===== config.mk =====
export PLATFORM = sky130hd
export DESIGN_NAME = watchdog_timer16
export DESIGN_NICKNAME = d
export VERILOG_FILES = /design/src/verilog/watchdog_timer16_pkg.sv /design/src/verilog/watchdog_timer16.sv
export SDC_FILE = /design/constraint.sdc
export NUM_CORES = 1
export LEC_CHECK = 0
export ABC_AREA = 1
export BUFFER_PORTS_ARGS = -buffer_cell sky130_fd_sc_hd__buf_2
export CORE_AREA = 2 2 105 107
export DETAILED_ROUTE_END_ITERATION = 8
export DIE_AREA = 0 0 107 109
export HOLD_SLACK_MARGIN = 0.03
export PLACE_DENSITY_LB_ADDON = 0.1
export RECOVER_POWER = 50
export SYNTH_ARGS = -nofsm -noshare
export SYNTH_HDL_FRONTEND = slang
export SYNTH_SLANG_ARGS = --single-unit
export TNS_END_PERCENT = 1

===== constraint.sdc =====
create_clock -name pclk -period 5.95 [get_ports pclk]
set_clock_uncertainty 0.15 [all_clocks]
set_input_delay 1.19 -clock pclk [delete_from_list [all_inputs] [get_ports pclk]]
set_output_delay 1.19 -clock pclk [all_outputs]
set_load 0.01 [all_outputs]

===== src/verilog/watchdog_timer16_pkg.sv =====
// constants for the 16-bit watchdog timer
package watchdog_timer16_pkg;

    ////////////////////////////////////////////////////////////////////////////
    // register byte addresses
    localparam logic [31:0] RELOAD_ADDR = 32'hffff0360;
    localparam logic [31:0] COUNT_ADDR = 32'hffff0364;
    localparam logic [31:0] CONTROL_ADDR = 32'hffff0368;
    localparam logic [31:0] SERVICE_ADDR = 32'hffff036c;

    ////////////////////////////////////////////////////////////////////////////
    // reset values
    localparam logic [15:0] RELOAD_RESET = 16'h0040;
    localparam logic [15:0] COUNT_RESET = 16'h0040;
    localparam logic [15:0] CONTROL_RESET = 16'h0000;

    ////////////////////////////////////////////////////////////////////////////
    // control field positions
    localparam int CTL_STOP_PD = 0;
    localparam int CTL_IRQ_SEL = 1;
    localparam int CTL_PRESC_LO = 2;
    localparam int CTL_PRESC_HI = 3;
    localparam int CTL_WDOG = 5;
    localparam int CTL_PERIODIC = 6;
    localparam int CTL_ENABLE = 7;
    localparam int CTL_COUNT_UP = 8;
    localparam logic [15:0] CONTROL_MASK = 16'h01ef;

    ////////////////////////////////////////////////////////////////////////////
    // prescaler encodings and terminal counts
    typedef enum logic [1:0] {
        PRESC_DIV1 = 2'b00,
        PRESC_DIV16 = 2'b01,
        PRESC_DIV256 = 2'b10,
        PRESC_RSVD = 2'b11
    } presc_sel_t;
    localparam logic [7:0] PRESC_LAST_DIV1 = 8'h00;
    localparam logic [7:0] PRESC_LAST_DIV16 = 8'h0f;
    localparam logic [7:0] PRESC_LAST_DIV256 = 8'hff;

    ////////////////////////////////////////////////////////////////////////////
    // timing figures
    localparam int LP_OSC_HZ = 32768;
    localparam int PCLK_HZ = 125000000;
    localparam int MAX_TIMEOUT_S = 512;
    localparam int MAX_TIMEOUT_TICKS = MAX_TIMEOUT_S * LP_OSC_HZ / 256;
    localparam int MIN_TIMEOUT_MS = 30;
    localparam int MIN_TIMEOUT_TICKS = (MIN_TIMEOUT_MS * LP_OSC_HZ + 999) / 1000;
    localparam logic [15:0] ALL_ONES = 16'hffff;
    localparam logic [15:0] ALL_ZERO = 16'h0000;

endpackage


===== src/verilog/watchdog_timer16.sv =====
// 16-bit timer with normal and watchdog modes behind an apb slave
//
// The APB register port was chosen for this implementation.
`timescale 1ns/100ps

// Behaviour
// - normal mode ticks from 32.768 kHz oscillator via divide 1, 16 or 256
// - normal mode overflow reloads counter from reload register when bit 6 is set, else the counter wraps
// - setting control bit 5 enters watchdog mode
// - watchdog mode decrements from reload value down to zero
// - divide 256 with all-ones reload gives a 512 second timeout
// - reaching zero in watchdog mode gives reset or interrupt per bit 1
// - service write before zero reloads counter and restarts the timeout
// - watchdog mode locks reload and control until power-on reset
// - resets other than power-on leave mode and counting untouched
// - counter halts while debug holds the core, resumes on release
// - counter runs in power-down unless control bit 0 is set
// - reload and count hold 16-bit unsigned values, count is read-only
// - normal mode service write clears the pending interrupt
// - prescaler bits 3:2 encode 00 /1, 01 /16, 10 /256, 11 reserved
// - bit 1 set gives interrupt at zero, clear gives reset
// - bit 7 enables the timer, bit 6 periodic when set else free-running
// - bit 8 makes the normal mode counter count up when set, down when clear
module watchdog_timer16 (
    input wire logic pclk,
    input wire logic presetn,
    input wire logic clk_en,
    input wire logic psel,
    input wire logic penable,
    input wire logic pwrite,
    input wire logic [31:0] paddr,
    input wire logic [31:0] pwdata,
    output logic [31:0] prdata,
    output logic pready,
    output logic pslverr,
    input wire logic lp_osc_clk,
    input wire logic debug_halt,
    input wire logic periph_powerdown,
    output logic wdt_reset_req,
    output logic timer_irq
);

    ////////////////////////////////////////////////////////////////////////////
    // prescaler terminal count
    function automatic logic [7:0] presc_last(input logic [1:0] sel);
        logic [7:0] r;
        r = watchdog_timer16_pkg::PRESC_LAST_DIV1;
        if (sel == watchdog_timer16_pkg::PRESC_DIV16) begin
            r = watchdog_timer16_pkg::PRESC_LAST_DIV16;
        end else if (sel == watchdog_timer16_pkg::PRESC_DIV256) begin
            r = watchdog_timer16_pkg::PRESC_LAST_DIV256;
        end
        return r;
    endfunction

    ////////////////////////////////////////////////////////////////////////////
    // state
    logic [15:0] watchdog_reload;
    logic [15:0] watchdog_count;
    logic [15:0] watchdog_control;
    logic [7:0] presc_cnt;
    logic [2:0] osc_sync;
    logic [1:0] halt_sync;
    logic [1:0] pd_sync;

    ////////////////////////////////////////////////////////////////////////////
    // apb decode
    wire access = psel && penable && !pready;
    wire done = psel && penable && pready;
    wire hit_reload = (paddr == watchdog_timer16_pkg::RELOAD_ADDR);
    wire hit_count = (paddr == watchdog_timer16_pkg::COUNT_ADDR);
    wire hit_control = (paddr == watchdog_timer16_pkg::CONTROL_ADDR);
    wire hit_service = (paddr == watchdog_timer16_pkg::SERVICE_ADDR);
    wire hit_any = hit_reload || hit_count || hit_control || hit_service;
    wire wr_done = done && pwrite;

    ////////////////////////////////////////////////////////////////////////////
    // control fields
    wire wdog_mode = watchdog_control[watchdog_timer16_pkg::CTL_WDOG];
    wire locked = wdog_mode;
    wire irq_sel = watchdog_control[watchdog_timer16_pkg::CTL_IRQ_SEL];
    wire stop_in_powerdown = watchdog_control[watchdog_timer16_pkg::CTL_STOP_PD];
    wire periodic = watchdog_control[watchdog_timer16_pkg::CTL_PERIODIC];
    wire enable = watchdog_control[watchdog_timer16_pkg::CTL_ENABLE];
    wire count_up = watchdog_control[watchdog_timer16_pkg::CTL_COUNT_UP];
    wire [1:0] presc_sel = watchdog_control[watchdog_timer16_pkg::CTL_PRESC_HI:
                                            watchdog_timer16_pkg::CTL_PRESC_LO];

    ////////////////////////////////////////////////////////////////////////////
    // register writes
    wire wr_reload = wr_done && hit_reload && !locked;
    wire wr_control = wr_done && hit_control && !locked;
    wire wr_service = wr_done && hit_service;
    wire [15:0] next_control = pwdata[15:0] & watchdog_timer16_pkg::CONTROL_MASK;

    ////////////////////////////////////////////////////////////////////////////
    // tick generation
    wire osc_rise = osc_sync[1] && !osc_sync[2];
    wire halted = halt_sync[1] || (pd_sync[1] && stop_in_powerdown);
    wire running = (enable || wdog_mode) && !halted;
    wire presc_wrap = (presc_cnt == presc_last(presc_sel));
    wire tick = running && osc_rise && presc_wrap;
    wire [7:0] next_presc = (presc_wrap || wr_control) ? 8'h00 : presc_cnt + 8'h01;

    ////////////////////////////////////////////////////////////////////////////
    // counter next value
    wire at_top = (watchdog_count == watchdog_timer16_pkg::ALL_ONES);
    wire at_zero = (watchdog_count == watchdog_timer16_pkg::ALL_ZERO);
    wire at_one = (watchdog_count == 16'h0001);
    wire norm_over = count_up ? at_top : at_zero;
    wire [15:0] norm_step = count_up ? watchdog_count + 16'h0001 : watchdog_count - 16'h0001;
    wire [15:0] norm_next = (norm_over && periodic) ? watchdog_reload : norm_step;
    wire [15:0] wdog_next = at_zero ? watchdog_reload : watchdog_count - 16'h0001;
    wire wdog_expire = tick && wdog_mode && at_one;
    wire norm_event = tick && !wdog_mode && norm_over;
    wire [15:0] next_count = wdog_mode ? wdog_next : norm_next;

    ////////////////////////////////////////////////////////////////////////////
    // read data
    wire [15:0] rd_word = hit_reload ? watchdog_reload :
                          hit_count ? watchdog_count :
                          hit_control ? watchdog_control : 16'h0000;
    wire [31:0] next_prdata = {16'h0000, rd_word};

    ////////////////////////////////////////////////////////////////////////////
    // synchronisers
    always_ff @(posedge pclk or negedge presetn) begin
        if (!presetn) begin
            osc_sync <= 3'b000;
            halt_sync <= 2'b00;
            pd_sync <= 2'b00;
        end else if (clk_en) begin
            osc_sync <= {osc_sync[1:0], lp_osc_clk};
            halt_sync <= {halt_sync[0], debug_halt};
            pd_sync <= {pd_sync[0], periph_powerdown};
        end
    end

    ////////////////////////////////////////////////////////////////////////////
    // apb answer, one wait state
    always_ff @(posedge pclk or negedge presetn) begin
        if (!presetn) begin
            pready <= 1'b0;
            pslverr <= 1'b0;
            prdata <= 32'h00000000;
        end else if (clk_en) begin
            pready <= access;
            pslverr <= access && !hit_any;
            if (access && !pwrite) begin
                prdata <= next_prdata;
            end
        end
    end

    ////////////////////////////////////////////////////////////////////////////
    // configuration registers, reset only by power-on reset
    always_ff @(posedge pclk or negedge presetn) begin
        if (!presetn) begin
            watchdog_reload <= watchdog_timer16_pkg::RELOAD_RESET;
            watchdog_control <= watchdog_timer16_pkg::CONTROL_RESET;
        end else if (clk_en) begin
            if (wr_reload) begin
                watchdog_reload <= pwdata[15:0];
            end
            if (wr_control) begin
                watchdog_control <= next_control;
            end
        end
    end

    ////////////////////////////////////////////////////////////////////////////
    // prescaler and counter
    always_ff @(posedge pclk or negedge presetn) begin
        if (!presetn) begin
            presc_cnt <= 8'h00;
            watchdog_count <= watchdog_timer16_pkg::COUNT_RESET;
        end else if (clk_en) begin
            if ((running && osc_rise) || wr_control) begin
                presc_cnt <= next_presc;
            end
            if (wr_service && wdog_mode) begin
                watchdog_count <= watchdog_reload;
            end else if (tick) begin
                watchdog_count <= next_count;
            end
        end
    end

    ////////////////////////////////////////////////////////////////////////////
    // expiry outputs
    always_ff @(posedge pclk or negedge presetn) begin
        if (!presetn) begin
            wdt_reset_req <= 1'b0;
            timer_irq <= 1'b0;
        end else if (clk_en) begin
            wdt_reset_req <= wdog_expire && !irq_sel && !(wr_service && wdog_mode);
            if ((wdog_expire && irq_sel && !wr_service) || norm_event) begin
                timer_irq <= 1'b1;
            end else if (wr_service) begin
                timer_irq <= 1'b0;
            end
        end
    end

endmodule


After elaboration in Yosys (flattened, before gate mapping)
Index checks and enable logic that the tools add are counted.

storage, ports and cells
  bits in registers = 75
  input port bits = 73
  output and inout bits = 36

cells by class
  add/subtract/negate cells = 3
  eq/ne operators = 9
  muxes and demuxes = 15
  reductions and logical operators = 52

operator list
  kind                                                                   number
  32-bit == test (second input constant)                                 4
  16-bit 2-to-1 mux                                                      8
  1-bit logical AND                                                      26
  8-bit 2-to-1 mux                                                       3
  16-bit by 1-bit adder with 16-bit output (second input constant)       1
  16-bit by 1-bit == test with 1-bit output (second input constant)      1
  16-bit == test (second input constant)                                 1
  16-bit zero test                                                       1
  16-bit by 1-bit subtractor with 16-bit output (second input constant)  1
  2-bit AND reduction                                                    6
  1-bit zero test                                                        9
  9-bit 2-to-1 mux                                                       1
  8-bit by 1-bit adder with 8-bit output (second input constant)         1
  8-bit == test                                                          1
  1-bit logical OR                                                       8
  2-bit nonzero test                                                     2
  1-bit 2-to-1 mux                                                       3
  2-bit by 1-bit == test with 1-bit output (second input constant)       1
  2-bit == test (second input constant)                                  1

Depth between registers and ports, before layout
Gate-level depths: netlist of the first run.

  depth in word-level cells = 13
  gate-level depth with buffers = 15
  gate-level depth less buffers = 14

Worst setup path before layout of the first run
No wires, ideal clock.

  path type = input to register
  start = in clk_en
  end = reg prdata[13]
  arrival = 2.390 ns
  data required time = 5.675 ns
  path slack = 3.286 ns
  cell stages on the path = 5
  buffers on the path = 2
  path through = buf_2 -> nand4_1 -> nor2_1 -> buf_2 -> mux2_2

on the way
  cells in the longest elaborated chain, start to end = 1

RTL lines
  what                           line                     text
  from (decl)                    watchdog_timer16.sv:27   input wire logic clk_en,
  2-bit AND reduction (no line)  --
  to (signal assigned)           watchdog_timer16.sv:150  prdata <= next_prdata;
  to (decl)                      watchdog_timer16.sv:33   output logic [31:0] prdata,

Every way passes these cells.
A chain may end at the register's enable or synchronous reset.

Worst setup path in the final report of the first run
  start = in clk_en
  end = reg prdata[4]

Same word-level chain as after synthesis.

==> results.sh, run 1 <==
export IMPL_synth_warnings=0
export IMPL_syn_area_um2=5370
export IMPL_die_h_um=109
export IMPL_drc=0
export IMPL_wl_met1_um=7140
export IMPL_min_from="pd_sync[0]$_DFFE_PN0P_"
export IMPL_routed_wl_met3_um=896
export IMPL_r2r_cells=10
export IMPL_die_area_um2=11700
export IMPL_rows=38
export IMPL_hold_path_class="flop to flop"
export IMPL_avgSynthCellArea_um2=7.05
export IMPL_numCtsBuffers=9
export IMPL_tightest_slew_ns=1.14
export IMPL_fmax_mhz=278
export IMPL_end_kind="flop"
export IMPL_max_cap_viol_count=0
export IMPL_path_max_fanout=16
export IMPL_regToRegEndpoint="watchdog_count[12]$_DFFE_PN0P_"
export IMPL_outcome="finished clean"
export IMPL_mostFrequentLayoutCells="219 x nand2_1, 82 x inv_1, 78 x nor2_1"
export IMPL_power_mw=1.18
export IMPL_dr_pass1_iters=5
export IMPL_worstReg2RegStart="watchdog_control[8]$_DFFE_PN0P_"
export IMPL_setup_tns_ns=0
export IMPL_grt_pass1_vias=5008
export IMPL_area_growth_pct=9.73
export IMPL_place_congestion=0.947
export IMPL_cts_sinks=75
export IMPL_rsz0062_at_grt="no"
export IMPL_final_period_utilization_pct=60.5
export IMPL_cts_setup_buffers=0
export IMPL_start_util_pct=50.7
export IMPL_grt_pass1_wl_um=25100
export IMPL_routed_wl_met2_um=6770
export IMPL_worstPathArrival_ns=3.69
export IMPL_final_setup_worst_slack_ns=2.35
export IMPL_ir_drop_mv=0.161
export IMPL_fin_hold_ws_ns=0.329
export IMPL_clk_pin_slew_ns=0.09
export IMPL_hold_violations=0
export IMPL_clk_latency_ns=0.36
export IMPL_layout_commonest_cell="nand2_1"
export IMPL_fin_nets=901
export IMPL_async_reset_ff_share_pct=100
export IMPL_cts_buffer_depth=2
export IMPL_diodes=0
export IMPL_cts_tree="built"
export IMPL_synth_seq_area_share_pct=35.0
export IMPL_ctsHoldBuffers=0
export IMPL_ios=109
export IMPL_via_count=5173
export IMPL_r2r_slack_ns=3.06
export IMPL_grt_overflow=0
export IMPL_cts_root_buffer="clkbuf_8"
export IMPL_htree_levels=3
export IMPL_core_um2=10600
export IMPL_yosysUniqueCellTypes=46
export IMPL_ys_flop_type="dfrtp_1"
export IMPL_worstPathRequired_ns=6.04
export IMPL_final_min_clock_period_ns=3.60
export IMPL_synth_seq_cells=75
export IMPL_cts_repair_resized=0
export IMPL_hold_depth=2
export IMPL_start_kind="primary input"
export IMPL_wirelength_um=15100
export IMPL_viasPerCell=5.35
export IMPL_finalSetupViolCount=0
export IMPL_postSynthCellCount=762
export IMPL_pre_cts_slack_ns=2.25
export IMPL_slew_limit_headroom_pct=23.8
export IMPL_layout_drive_gt1_share_pct=17.0
export IMPL_place_detailed_hpwl_um=11400
export IMPL_p_leak_nw=3.20
export IMPL_antenna_found_initial=0
export IMPL_grt_start_max_net_pins=76
export IMPL_drt_iter0_markers=365
export IMPL_wire_per_inst_um=15.6
export IMPL_die_w_um=107
export IMPL_synth_edf_count=0
export IMPL_crit_type="primary input to flop"
export IMPL_port_buffers=76
export IMPL_drv_slew=0
export IMPL_track_usage_pct=27.6
export IMPL_top_layer_used="met4"
export IMPL_whs_endpoint="pd_sync[0]$_DFFE_PN0P_"
export IMPL_antenna_left=0
export IMPL_powerDensity_nw_per_um2=201
-- flip-flops by register name, summed over array words and instances, names as in the netlist --
name,count
halt_sync,2
osc_sync,3
pd_sync,2
prdata,16
pready,1
presc_cnt,8
pslverr,1
timer_irq,1
watchdog_control,8
watchdog_count,16
watchdog_reload,16
wdt_reset_req,1
-- critical path, stage by stage --
cell      delay [ns]
clkbuf_1        0.52
nand4_1         0.52
nor2_1          1.02
mux2_2          0.43
-- how the worst max path moves through the flow --
stage,startpoint,end,slack [ns],cells after the start
after floorplan,clk_en,prdata[13]$_DFFE_PN0P_,3.29,5
after global placement,clk_en,prdata[13]$_DFFE_PN0P_,2.39,4
after detailed placement,clk_en,prdata[4]$_DFFE_PN0P_,2.25,4
after CTS,clk_en,prdata[4]$_DFFE_PN0P_,2.63,4
after global routing,clk_en,prdata[4]$_DFFE_PN0P_,2.05,4
final,clk_en,prdata[4]$_DFFE_PN0P_,2.35,4
-- area by class of cell --
| cell class | count | area, um2 |
|---|---|---|
| clock buffers | 10 | 128 |
| repair buffers | 77 | 387 |
| multi-input cells | 572 | 2950 |
| clock inverters | 6 | 48.8 |
| inverters | 87 | 328 |
| fillers | 1061 | 4710 |
| flip-flops and latches | 75 | 1880 |
| well taps | 140 | 175 |
-- where the power goes --
group | internal (mW) | total [mW] | switching (mW)
Combinational | 0.0876 | 0.228 | 0.141
Sequential | 0.546 | 0.585 | 0.0389
Clock | 0.155 | 0.371 | 0.215
Total | 0.789 | 1.18 | 0.395
-- kinds of logic after synthesis --
kind of cell             after synthesis  share of synthesized area [%]
buffers and inverters                130                           11.2
adder cells (fa/ha/maj)                6                           1.40
AND/OR/NAND/NOR                      411                           34.1
other                                  1                         0.0698
AO/OA/AOI/OAI                         95                           10.3
XOR/XNOR                              17                           2.77
multiplexers                          27                           5.22
flip-flops                            75                           35.0
-- stage by stage --
stage	utilization, %	instances	cell area (um2)
floorplan	-	777	5430
global placement	54.0	951	5720
detailed placement	54.0	951	5720
CTS	55.7	967	5900
global route	55.6	967	5900
finish	55.6	967	5900
-- cells in the mapped netlist, types with 9 or more instances --
cell type	n	area [um2]
o211ai_1	10	75.1
inv_1	81	304
buf_2	13	65.1
nor3_1	9	45.0
a21oi_1	23	115
o21ai_0	33	165
nand3_1	53	265
nand4_1	18	113
nor2_1	78	293
o21ai_1	12	60.1
nand2_1	219	822
mux2i_1	19	190
xor2_1	13	114
buf_4	19	143
dfrtp_1	73	1830
-- layer usage --
metal  global-route usage (%)  vias to the layer above
li1                         -                     2542
met1                     38.3                     2436
met2                     45.2                      173
met3                     4.06                       22
met4                     7.70                        0
met5                        0                        -
Note: power is estimated with default switching activity, not from simulation.
==> run 2: changes to the inputs <==
Settings changed: CORE_AREA 2 2 105 107 to 2 2 106 108, DIE_AREA 0 0 107 109 to 0 0 108 110.
Clock period 5.95 ns to 2.9 ns, I/O delays scaled along.
==> run 2 against run 1 <==
Net effect: the flow now finishes with violations (max-capacitance violations, max-slew violations); first-iteration DRC count increased by 21%; count of clock-buffer cells in the layout increased by 1; clock power increased to 2.6 times the previous value; critical path depth increased by 2; combinational power increased by 110%; die area increased by 1.9%; utilization increased by 0.76 points; non-clock buffer count increased by 12; highest routed layer unchanged; routed wire length about the same; via count increased by 0.14%; global-route usage decreased by 1.1 points.
==> results.sh, run 2 (synthesis gave the netlist of run 1 again) <==
export IMPL_outcome="finished, violations left"
export IMPL_violations="max-capacitance violations, max-slew violations"
export IMPL_via_count=5180
export IMPL_cts_repair_resized=0
export IMPL_max_cap_viol_count=1
export IMPL_powerDensity_nw_per_um2=434
export IMPL_ir_drop_mv=0.289
export IMPL_die_h_um=110
export IMPL_place_detailed_hpwl_um=11400
export IMPL_drv_slew=76
export IMPL_cts_sinks=75
export IMPL_layout_commonest_cell="nand2_1"
export IMPL_numCtsBuffers=9
export IMPL_cts_buffer_depth=2
export IMPL_whs_endpoint="watchdog_reload[10]$_DFFE_PN0P_"
export IMPL_cts_tree="built"
export IMPL_hold_depth=3
export IMPL_wire_per_inst_um=15.4
export IMPL_hold_path_class="primary input to flop"
export IMPL_final_min_clock_period_ns=2.43
export IMPL_grt_start_max_net_pins=76
export IMPL_worstPathRequired_ns=3.00
export IMPL_r2r_slack_ns=0.57
export IMPL_regToRegEndpoint="watchdog_count[10]$_DFFE_PN0P_"
export IMPL_viasPerCell=5.29
export IMPL_setup_tns_ns=0
export IMPL_antenna_found_initial=0
export IMPL_ctsHoldBuffers=0
export IMPL_dr_pass1_iters=5
export IMPL_grt_pass1_wl_um=24300
export IMPL_dpl_cell_area_um2=5830
export IMPL_wirelength_um=15100
export IMPL_finalSetupViolCount=0
export IMPL_drc=0
export IMPL_end_kind="flop"
export IMPL_htree_levels=3
export IMPL_diodes=0
export IMPL_fmax_mhz=412
export IMPL_final_period_utilization_pct=83.7
export IMPL_clk_latency_ns=0.37
export IMPL_grt_pass1_vias=4884
export IMPL_fin_nets=913
export IMPL_mostFrequentLayoutCells="219 x nand2_1, 81 x inv_1, 78 x nor2_1"
export IMPL_start_kind="primary input"
export IMPL_die_w_um=108
export IMPL_port_buffers=76
export IMPL_layout_drive_gt1_share_pct=18.2
export IMPL_rsz0062_at_grt="no"
export IMPL_die_area_um2=11900
export IMPL_track_usage_pct=26.5
export IMPL_start_util_pct=50.2
export IMPL_core_um2=10700
export IMPL_min_from="pwdata[10]"
export IMPL_clk_pin_slew_ns=0.10
export IMPL_worstPathArrival_ns=2.53
export IMPL_place_congestion=0.930
export IMPL_power_mw=2.62
export IMPL_grt_overflow=0
export IMPL_fill_cells=1047
export IMPL_p_leak_nw=3.28
export IMPL_r2r_cells=11
export IMPL_tightest_slew_ns=1.91
export IMPL_largestRegisters="prdata: 16 flops, watchdog_count: 16 flops, watchdog_reload: 16 flops"
export IMPL_cts_setup_buffers=0
export IMPL_drt_iter0_markers=442
export IMPL_ios=109
export IMPL_rows=38
export IMPL_cts_root_buffer="clkbuf_8"
export IMPL_slew_limit_headroom_pct=-27.2
export IMPL_crit_type="primary input to flop"
export IMPL_area_growth_pct=12.2
export IMPL_antenna_left=0
export IMPL_worstReg2RegStart="watchdog_count[12]$_DFFE_PN0P_"
export IMPL_hold_violations=0
export IMPL_path_max_fanout=16
export IMPL_design_area_um2=6030
-- run 2: changes by cell type in the layout (fill, tap and decap cells not counted), sizes merged --
cell	delta
buf	+9
bufinv	+2
clkbuf	+4
clkinvlp	-2
inv	-1
-- run 2: worst max-delay path, cell delays in order --
cell	delay [ns]
clkbuf_1	0.55
inv_2	0.29
nor4_2	0.43
nand2_1	0.36
o21ai_0	0.26
inv_1	0.05
-- run 2: power by group --
| part | internal, mW | switching (mW) | leakage, nW |
|---|---|---|---|
| clock network | 0.514 | 0.436 | 0.110 |
| registers | 1.12 | 0.0776 | 0.962 |
| logic | 0.181 | 0.291 | 2.21 |
-- run 2: final cells by class --
cell class	count	area, um2	area share, %
multi-input cells	572	2950	48.9
flip-flops and latches	75	1880	31.2
repair buffers	89	470	7.80
inverters	87	328	5.44
well taps	140	175	2.90
clock buffers	11	141	2.34
clock inverters	5	85.1	1.41
-- run 2: how the worst max path moves through the flow --
stage	from	end	slack (ns)	cells past startpoint
floorplan	clk_en	prdata[13]$_DFFE_PN0P_	0.85	5
global placement	paddr[11]	prdata[4]$_DFFE_PN0P_	0.38	9
detailed placement	paddr[15]	prdata[4]$_DFFE_PN0P_	0.36	9
CTS	watchdog_count[12]$_DFFE_PN0P_	watchdog_count[13]$_DFFE_PN0P_	0.60	11
global route	clk_en	watchdog_control[2]$_DFFE_PN0P_	0.23	6
finish	clk_en	watchdog_control[1]$_DFFE_PN0P_	0.47	6
-- run 2: metrics by stage --
step	util (%)	std cells	setup slack (ns)	hold WS [ns]
after global routing	56.4	979	0.233	0.271
after global placement	54.5	963	0.383	0.304
after floorplan	-	777	0.846	0.134
final	56.4	979	0.471	0.264
after detailed placement	54.5	963	0.360	0.313
after CTS	56.6	979	0.600	0.0846
-- run 2: metal layers --
layer | track usage [%] | wire (um) | share of wire (%) | up-vias
met5 | 0 | 0 | 0 | -
met4 | 7.78 | 276 | 1.8 | 0
met3 | 4.82 | 790 | 5.2 | 19
met2 | 41.9 | 6770 | 45 | 150
met1 | 37.4 | 7250 | 48 | 2446
li1 | - | - | - | 2565
